<file path="config.mk">
export PLATFORM = sky130hd
export DESIGN_NAME = rsdc_regs
export DESIGN_NICKNAME = d
export VERILOG_FILES = /design/src/rsdc_pkg.sv /design/src/rsdc_regs.sv
export SDC_FILE = /design/constraint.sdc
export NUM_CORES = 1
export LEC_CHECK = 0
export ABC_CLOCK_PERIOD_IN_PS = 4040
export BUFFER_PORTS_ARGS = -buffer_cell sky130_fd_sc_hd__buf_2
export CORE_ASPECT_RATIO = 1.1
export CORE_MARGIN = 2
export CORE_UTILIZATION = 52
export DETAILED_ROUTE_END_ITERATION = 7
export PLACE_DENSITY = 0.9
export SKIP_LAST_GASP = 1
export SYNTH_ARGS = -nofsm -noshare
export SYNTH_HDL_FRONTEND = slang
export SYNTH_SLANG_ARGS = --single-unit
</file>
<file path="constraint.sdc">
create_clock -name mclk -period 4.04 [get_ports mclk]
set_input_delay 0 -clock mclk [delete_from_list [all_inputs] [get_ports mclk]]
set_output_delay 0 -clock mclk [all_outputs]
set_load 0.05 [all_outputs]
</file>
<file path="src/rsdc_pkg.sv">
// package for the receive sync and demodulation configuration bank
package rsdc_pkg;

  // register offsets
  localparam logic [7:0] RSDC_OFS_SOF_HIGH  = 8'h5A;
  localparam logic [7:0] RSDC_OFS_SOF_LOW   = 8'h5B;
  localparam logic [7:0] RSDC_OFS_SYNC_CTL  = 8'h5C;
  localparam logic [7:0] RSDC_OFS_DEMOD_CTL = 8'h5D;
  localparam logic [7:0] RSDC_OFS_CORR_CTL  = 8'h5E;
  localparam logic [7:0] RSDC_OFS_TRIM      = 8'h5F;
  localparam logic [7:0] RSDC_OFS_REVISION  = 8'h7F;

  // reset values
  localparam logic [7:0] RSDC_RST_SOF_HIGH  = 8'h00;
  localparam logic [7:0] RSDC_RST_SOF_LOW   = 8'h00;
  localparam logic [7:0] RSDC_RST_SYNC_CTL  = 8'h00;
  localparam logic [7:0] RSDC_RST_DEMOD_CTL = 8'h00;
  localparam logic [7:0] RSDC_RST_CORR_CTL  = 8'h00;

  // writable masks: reserved bits read zero
  localparam logic [7:0] RSDC_MASK_DEMOD = 8'h3F;
  localparam logic [7:0] RSDC_MASK_CORR  = 8'hF8;

  // field positions
  localparam int RSDC_SYNC_LEN_LSB   = 4;
  localparam int RSDC_SYNC_NEG_BIT   = 3;
  localparam int RSDC_SYNC_HALF_BIT  = 2;
  localparam int RSDC_SYNC_TYPE_LSB  = 0;
  localparam int RSDC_DEM_AVG_BIT    = 5;
  localparam int RSDC_DEM_SQR_BIT    = 4;
  localparam int RSDC_DEM_PEAK_BIT   = 3;
  localparam int RSDC_DEM_SENSE_BIT  = 2;
  localparam int RSDC_DEM_FSK_BIT    = 1;
  localparam int RSDC_DEM_PHASE_SHIFT_DEMOD_BIT   = 0;
  localparam int RSDC_COR_FREQ_LSB   = 6;
  localparam int RSDC_COR_RATE_LSB   = 4;
  localparam int RSDC_COR_SHORT_BIT  = 3;

  // correlation window lengths
  localparam logic [6:0] RSDC_CORR_LEN_SHORT = 7'h20;
  localparam logic [6:0] RSDC_CORR_LEN_LONG  = 7'h40;

  // sync interpretation
  typedef enum logic [1:0] {
    RSDC_SYNC_BURST  = 2'h0,
    RSDC_SYNC_NIBBLE = 2'h1,
    RSDC_SYNC_START  = 2'h2,
    RSDC_SYNC_RSVD   = 2'h3
  } rsdc_sync_type_t;

  // subcarrier selection
  typedef enum logic [1:0] {
    RSDC_SC_212 = 2'h0,
    RSDC_SC_424 = 2'h1,
    RSDC_SC_848 = 2'h2
  } rsdc_subcarrier_t;

  // correlation rate
  typedef enum logic [1:0] {
    RSDC_RATE_FAST = 2'h0,
    RSDC_RATE_MID  = 2'h1,
    RSDC_RATE_SLOW = 2'h2,
    RSDC_RATE_RSVD = 2'h3
  } rsdc_rate_t;

  // register port request
  typedef struct packed {
    logic [7:0] addr;
    logic [7:0] wdata;
    logic       wr;
    logic       rd;
  } rsdc_req_t;

  // decoded sync configuration for the receiver
  typedef struct packed {
    logic [15:0]     pattern;
    logic [3:0]      pattern_length;
    logic            grid_from_falling_edge;
    logic            half_final_sync_bit;
    rsdc_sync_type_t sync_interpretation;
    logic            byte_resync;
    logic [3:0]      nibble_data;
    logic [3:0]      nibble_collision;
  } rsdc_sync_cfg_t;

  // decoded demodulation configuration
  typedef struct packed {
    logic             sample_averager_en;
    logic             squaring_filter_en;
    logic             grid_at_peak;
    logic             manchester_sense;
    logic             freq_shift_demod;
    logic             phase_shift_demod;
    rsdc_subcarrier_t subcarrier_select;
    rsdc_rate_t       correlation_rate;
    logic             correlation_window_short;
    logic [6:0]       correlation_length;
    logic [2:0]       average_group_log2;
  } rsdc_demod_cfg_t;

endpackage

</file>
<file path="src/rsdc_regs.sv">
// register bank for receive sync pattern, demodulation and correlator setup
`timescale 1ns/1ps

// Function
// read/write register holds upper byte of start-of-frame pattern.
// read/write register holds lower byte, joined with upper into sixteen-bit pattern.
// upper nibble of sync control sets count of valid pattern bits.
// falling-edge bit makes bit grid come from first correlation falling edge.
// half-final flag makes last sync bit half as long.
// sync type zero treats all sixteen pattern bits as a burst.
// sync type one treats each nibble as data plus collision flag.
// when a nibble's collision flag is set, its data value is ignored.
// sync type two resyncs at every byte start bit; type three reserved.
// averager bit combines each four input samples into one value.
// squaring bit reshapes converter samples toward rectangular form.
// peak bit places grid at correlation maximum, else at minimum.
// sense bit selects Manchester polarity; zero means subcarrier then none.
// frequency-shift bit selects frequency-shift demodulation.
// phase-shift bit selects binary phase-shift demodulation.
// subcarrier field picks 212, 424 or 848 kHz.
// rate field sets clocks per correlation; value three reserved.
// window bit picks 32 correlation values when set, 64 when clear.
// software keeps factory trim at its boot value though writable.
// read-only revision register gives version high nibble, subversion low.
// reserved demodulation and correlator bits read zero, ignore writes.
module rsdc_regs
  import rsdc_pkg::*;
#(
  parameter logic [3:0] VERSION    = 4'h1,  // arbitrary value
  parameter logic [3:0] SUBVERSION = 4'h0   // arbitrary value
) (
  // clock and reset
  input  wire logic            mclk,
  input  wire logic            arst_n,
  // factory trim loaded at boot
  input  wire logic [7:0]      trim_boot,
  input  wire logic            trim_load,
  // register port
  input  wire rsdc_req_t       req,
  output      logic [7:0]      rdata,
  // configuration to the receiver
  output      rsdc_sync_cfg_t  sync_cfg,
  output      rsdc_demod_cfg_t demod_cfg,
  output      logic [7:0]      receiver_factory_trim
);

  logic       rst_meta;
  logic       rst_n;
  logic [7:0] sof_pattern_high;
  logic [7:0] sof_pattern_low;
  logic [7:0] sync_control;
  logic [7:0] demod_control;
  logic [7:0] correlator_control;
  logic [7:0] next_rdata;
  logic [15:0] next_pattern;
  logic [3:0]  next_nib_data;
  logic [3:0]  next_nib_coll;

  // reset release through two flip-flops
  always_ff @(posedge mclk or negedge arst_n) begin
    if (!arst_n) begin
      rst_meta <= 1'b0;
      rst_n    <= 1'b0;
    end else begin
      rst_meta <= 1'b1;
      rst_n    <= rst_meta;
    end
  end

  // pattern bytes
  always_ff @(posedge mclk or negedge rst_n) begin
    if (!rst_n) begin
      sof_pattern_high <= RSDC_RST_SOF_HIGH;
      sof_pattern_low  <= RSDC_RST_SOF_LOW;
    end else if (req.wr) begin
      if (req.addr == RSDC_OFS_SOF_HIGH) begin
        sof_pattern_high <= req.wdata;
      end
      if (req.addr == RSDC_OFS_SOF_LOW) begin
        sof_pattern_low <= req.wdata;
      end
    end
  end

  // sync, demodulation and correlator control
  always_ff @(posedge mclk or negedge rst_n) begin
    if (!rst_n) begin
      sync_control       <= RSDC_RST_SYNC_CTL;
      demod_control      <= RSDC_RST_DEMOD_CTL;
      correlator_control <= RSDC_RST_CORR_CTL;
    end else if (req.wr) begin
      if (req.addr == RSDC_OFS_SYNC_CTL) begin
        sync_control <= req.wdata;
      end
      if (req.addr == RSDC_OFS_DEMOD_CTL) begin
        demod_control <= req.wdata & RSDC_MASK_DEMOD;
      end
      if (req.addr == RSDC_OFS_CORR_CTL) begin
        correlator_control <= req.wdata & RSDC_MASK_CORR;
      end
    end
  end

  // factory trim: boot load, software write still possible
  always_ff @(posedge mclk or negedge rst_n) begin
    if (!rst_n) begin
      receiver_factory_trim <= 8'h00;
    end else if (trim_load) begin
      receiver_factory_trim <= trim_boot;
    end else if (req.wr && req.addr == RSDC_OFS_TRIM) begin
      receiver_factory_trim <= req.wdata;
    end
  end

  // read data mux; unmapped addresses read zero
  always_comb begin
    next_rdata = 8'h00;
    unique case (req.addr)
      RSDC_OFS_SOF_HIGH:  next_rdata = sof_pattern_high;
      RSDC_OFS_SOF_LOW:   next_rdata = sof_pattern_low;
      RSDC_OFS_SYNC_CTL:  next_rdata = sync_control;
      RSDC_OFS_DEMOD_CTL: next_rdata = demod_control;
      RSDC_OFS_CORR_CTL:  next_rdata = correlator_control;
      RSDC_OFS_TRIM:      next_rdata = receiver_factory_trim;
      RSDC_OFS_REVISION:  next_rdata = {VERSION, SUBVERSION};
      default:            next_rdata = 8'h00;
    endcase
  end

  // read data stands one cycle after the strobe only
  always_ff @(posedge mclk or negedge rst_n) begin
    if (!rst_n) begin
      rdata <= 8'h00;
    end else if (req.rd) begin
      rdata <= next_rdata;
    end else begin
      rdata <= 8'h00;
    end
  end

  // pattern and nibble shaping, the same for every sync interpretation
  always_comb begin
    next_pattern  = {sof_pattern_high, sof_pattern_low};
    next_nib_data = 4'h0;
    next_nib_coll = 4'h0;
    for (int i = 0; i < 4; i++) begin
      next_nib_coll[i] = next_pattern[4*i];
      next_nib_data[i] = next_pattern[4*i+1] & ~next_pattern[4*i];
    end
  end

  // decoded sync configuration
  always_ff @(posedge mclk or negedge rst_n) begin
    if (!rst_n) begin
      sync_cfg <= '0;
    end else begin
      sync_cfg.pattern                <= next_pattern;
      sync_cfg.pattern_length         <= sync_control[RSDC_SYNC_LEN_LSB +: 4];
      sync_cfg.grid_from_falling_edge <= sync_control[RSDC_SYNC_NEG_BIT];
      sync_cfg.half_final_sync_bit    <= sync_control[RSDC_SYNC_HALF_BIT];
      sync_cfg.sync_interpretation    <=
        rsdc_sync_type_t'(sync_control[RSDC_SYNC_TYPE_LSB +: 2]);
      sync_cfg.byte_resync            <=
        (sync_control[RSDC_SYNC_TYPE_LSB +: 2] == RSDC_SYNC_START);
      sync_cfg.nibble_data            <= next_nib_data;
      sync_cfg.nibble_collision       <= next_nib_coll;
    end
  end

  // decoded demodulation configuration
  always_ff @(posedge mclk or negedge rst_n) begin
    if (!rst_n) begin
      demod_cfg <= '0;
    end else begin
      demod_cfg.sample_averager_en <= demod_control[RSDC_DEM_AVG_BIT];
      demod_cfg.average_group_log2 <=
        demod_control[RSDC_DEM_AVG_BIT] ? 3'h2 : 3'h0;
      demod_cfg.squaring_filter_en <= demod_control[RSDC_DEM_SQR_BIT];
      demod_cfg.grid_at_peak       <= demod_control[RSDC_DEM_PEAK_BIT];
      demod_cfg.manchester_sense   <= demod_control[RSDC_DEM_SENSE_BIT];
      demod_cfg.freq_shift_demod   <= demod_control[RSDC_DEM_FSK_BIT];
      demod_cfg.phase_shift_demod  <= demod_control[RSDC_DEM_PHASE_SHIFT_DEMOD_BIT];
      demod_cfg.subcarrier_select  <=
        correlator_control[RSDC_COR_FREQ_LSB + 1] ? RSDC_SC_848 :
        rsdc_subcarrier_t'(correlator_control[RSDC_COR_FREQ_LSB +: 2]);
      demod_cfg.correlation_rate   <=
        rsdc_rate_t'(correlator_control[RSDC_COR_RATE_LSB +: 2]);
      demod_cfg.correlation_window_short <= correlator_control[RSDC_COR_SHORT_BIT];
      demod_cfg.correlation_length <= correlator_control[RSDC_COR_SHORT_BIT] ?
        RSDC_CORR_LEN_SHORT : RSDC_CORR_LEN_LONG;
    end
  end

endmodule // rsdc_regs

</file>
==> out/results.txt <==
initial drt markers = 127
cell chain of the critical path = buf_2 -> and3_1 -> and4_2 -> mux2_2 -> mux2_2
CP peak stage delay = 530 ps
register area share after synthesis = 63.09%
IO Count = 99
post-CTS setup buffers = 0
Async SR Flop Fraction = 100.0%
most frequent cell after synthesis = dfrtp_1
Core ar. = 0.006967 sq mm
root buffer cell = clkbuf_8
crit path from = req[10]
Syn Std Cell Area = 0.003729 sq mm
Final Cycle Share = 38.55%
final-report setup violation count = 0
H-tree depth = 3
Total GRT Usage = 20.28%
Port Buffer Count = 91
maximum vdd drop = 0.0002382 V
Synth top area share = 63.09%
Post-Place Cells = 407
# clock sinks = 94
crit path max fanout = 31
largest cells by area after synthesis = dfrtp_1 63%, mux2_2 14%, mux2i_1 3.5%
worst min-delay path category = input pin to flop
Final Slew Violations = 0
Non-Filler Instances = 441
number of flops mapped to enable cells by yosys = 0
fmax = 0.6421 GHz
Worst slew margin = 25.28%
syn_area_per_cell = 14.85 sq um
Max Cap Viol = 0
Overflow after GRT = 0
die height = 92.81 um
Synth top cells by count = 94 x dfrtp_1, 45 x mux2_2, 13 x buf_4, 13 x mux2i_1, 9 x nor2_1
slowest CP cell = buf_2
First-pass DRT Iterations = 4
slew of the pin with the lowest slew margin = 1121 ps
cell mode on critical path = mux2_2
clock latency on the worst-skew pair = 350 ps
Initial Utilization = 53.52%
total power = 0.001883 W
Final TNS setup = 0 ps
fin crit period = 1557 ps
leakage = 2.402 nW
detailed placer's ending HPWL = 5.143 mm
Worst EP required = 4270 ps
Vias/cell = 5.338
number of remaining DRC errors = 0
Layout Nets = 380
top_reg_cell synth = dfrtp_1
first-pass GRT wire length = 12.11 mm
largest area contributor in the synthesized netlist = dfrtp_1
post-place setup slack = 2116 ps
reg2reg setup slack = 2780 ps
Bufs on Longest Clock Path = 2
cell row count = 32
worst clock skew = 11.05 ps
R2R Path Start = rst_n
remaining antenna violation count after routing = 0
routability congestion estimate = 0.8236
CP Capture Type = flop
gate count after technology mapping = 251
Vias = 2354
WL/cell = 17.47 um
Die X = 84.74 um
antenna violations before repair = 0
Yosys cell types = 42
TritonCTS buffer count = 9
final worst slack = 2483 ps
Clock transition at path regs = 90 ps
arrival time worst endpoint = 1790 ps
layout cells sized above 1 = 47.19%
CP startpoint kind = input pin
Pwr Density = 416.5 mW/mm^2
Worst Hold Launch = trim_load
largest net degree at the start of global routing = 93
die area = 0.007864 sq mm
endpoints failing hold = 0
RSZ-0062 raised after global routing = no
#FFs+latches synth = 94
Layout area overhead = 21.24%
routed wire length = 7.706 mm
YS warnings = 0
number of global-route vias before repair = 2376
critical path class = input pin to flop
n_diodes = 0
CTS tree = built
status = finished, final reports clean
==> final cells by class <==
cell class / instances / area (sq um)
inverters: 1 / 3.754
multi-input cells: 136 / 1235
repair buffers: 109 / 635.6
well taps: 85 / 106.4
flip-flops and latches: 94 / 2356
fillers: 537 / 2446
clock buffers: 13 / 138.9
clock inverters: 3 / 45.04
==> logic make-up (layout without fill, tap and decap cells) <==
group,count (synthesis),in the layout,synth area share (%)
AOI/OAI and AO/OA,22,22,4.396
muxes,66,66,20.30
DFF,94,94,63.09
other,2,8,0.2014
and+or+nand+nor,40,40,7.618
buffers and inverters,27,126,4.396
==> placed cells by master (no fill, tap or decap), drive strengths merged, types with 2 or more instances in the layout <==
master	instances
nor2b	7
mux2	53
and2	2
nand3	6
o2bb2ai	2
mux2i	13
a22oi	2
a2bb2oi	3
nand4b	2
nand2	2
clkinvlp	2
a32oi	2
o22a	2
dlygate4sd3	18
buf	91
clkbuf	13
and3	2
nor2	9
dfrtp	94
o21ai	7
conb	8
==> path summary, 6_finish.rpt <==
path / end / cells after the start
min: receiver_factory_trim[0] / 2
max: receiver_factory_trim[3] / 5
max in group asynchronous: correlator_control[7] / 0
max reg2reg: correlator_control[7] / 0
min in group asynchronous: rst_n / 3
min reg2reg: rst_n / 0
==> what timing repair did <==
action                                 in CTS  in global routing
endpoints found under the hold margin      45                  0
setup endpoints to repair                   0                  0
hold buffers                               18                  0
resized for setup                           0                  0
==> registers in the layout, indices dropped and copies added, names as in the netlist <==
register	flops
correlator_control	5
demod_cfg	12
demod_control	6
rdata	8
receiver_factory_trim	8
rst_meta	1
rst_n	1
sof_pattern_high	8
sof_pattern_low	8
sync_cfg	29
sync_control	8
==> routing by layer <==
| layer | global-route usage (%) | vias up | routed length (um) |
|---|---|---|---|
| li1 | - | 1065 | - |
| met1 | 26.01 | 1189 | 3183 |
| met2 | 33.01 | 80 | 3933 |
| met3 | 3.654 | 20 | 372 |
| met4 | 10.58 | 0 | 216 |
| met5 | 0 | - | 0 |
==> metrics by stage <==
| step | hold WS (ps) | util (%) | instance area [sq um] |
|---|---|---|---|
| 2_1_floorplan | -295.6 | - | 3751 |
| 3_3_place_gp | -214.7 | 59.66 | 4156 |
| 3_5_place_dp | -212.8 | 59.66 | 4156 |
| 4_1_cts | 62.26 | 64.89 | 4521 |
| 5_1_grt | 88.60 | 64.89 | 4521 |
| 6_report | 86.08 | 64.89 | 4521 |
==> critical path, delay by kind of cell <==
kind | cells | cell delay (ps)
buffers and inverters | 1 | 530
AND/OR/NAND/NOR | 2 | 630
multiplexers | 2 | 620
==> report_power, final <==
| part | switching (W) | internal [W] | leakage [nW] |
|---|---|---|---|
| clock | 0.000300 | 0.000287 | 0.0839 |
| sequential | 0.0000429 | 0.000985 | 1.27 |
| combinational | 0.000182 | 0.0000852 | 1.05 |
Power figures use the tool's default switching activity.
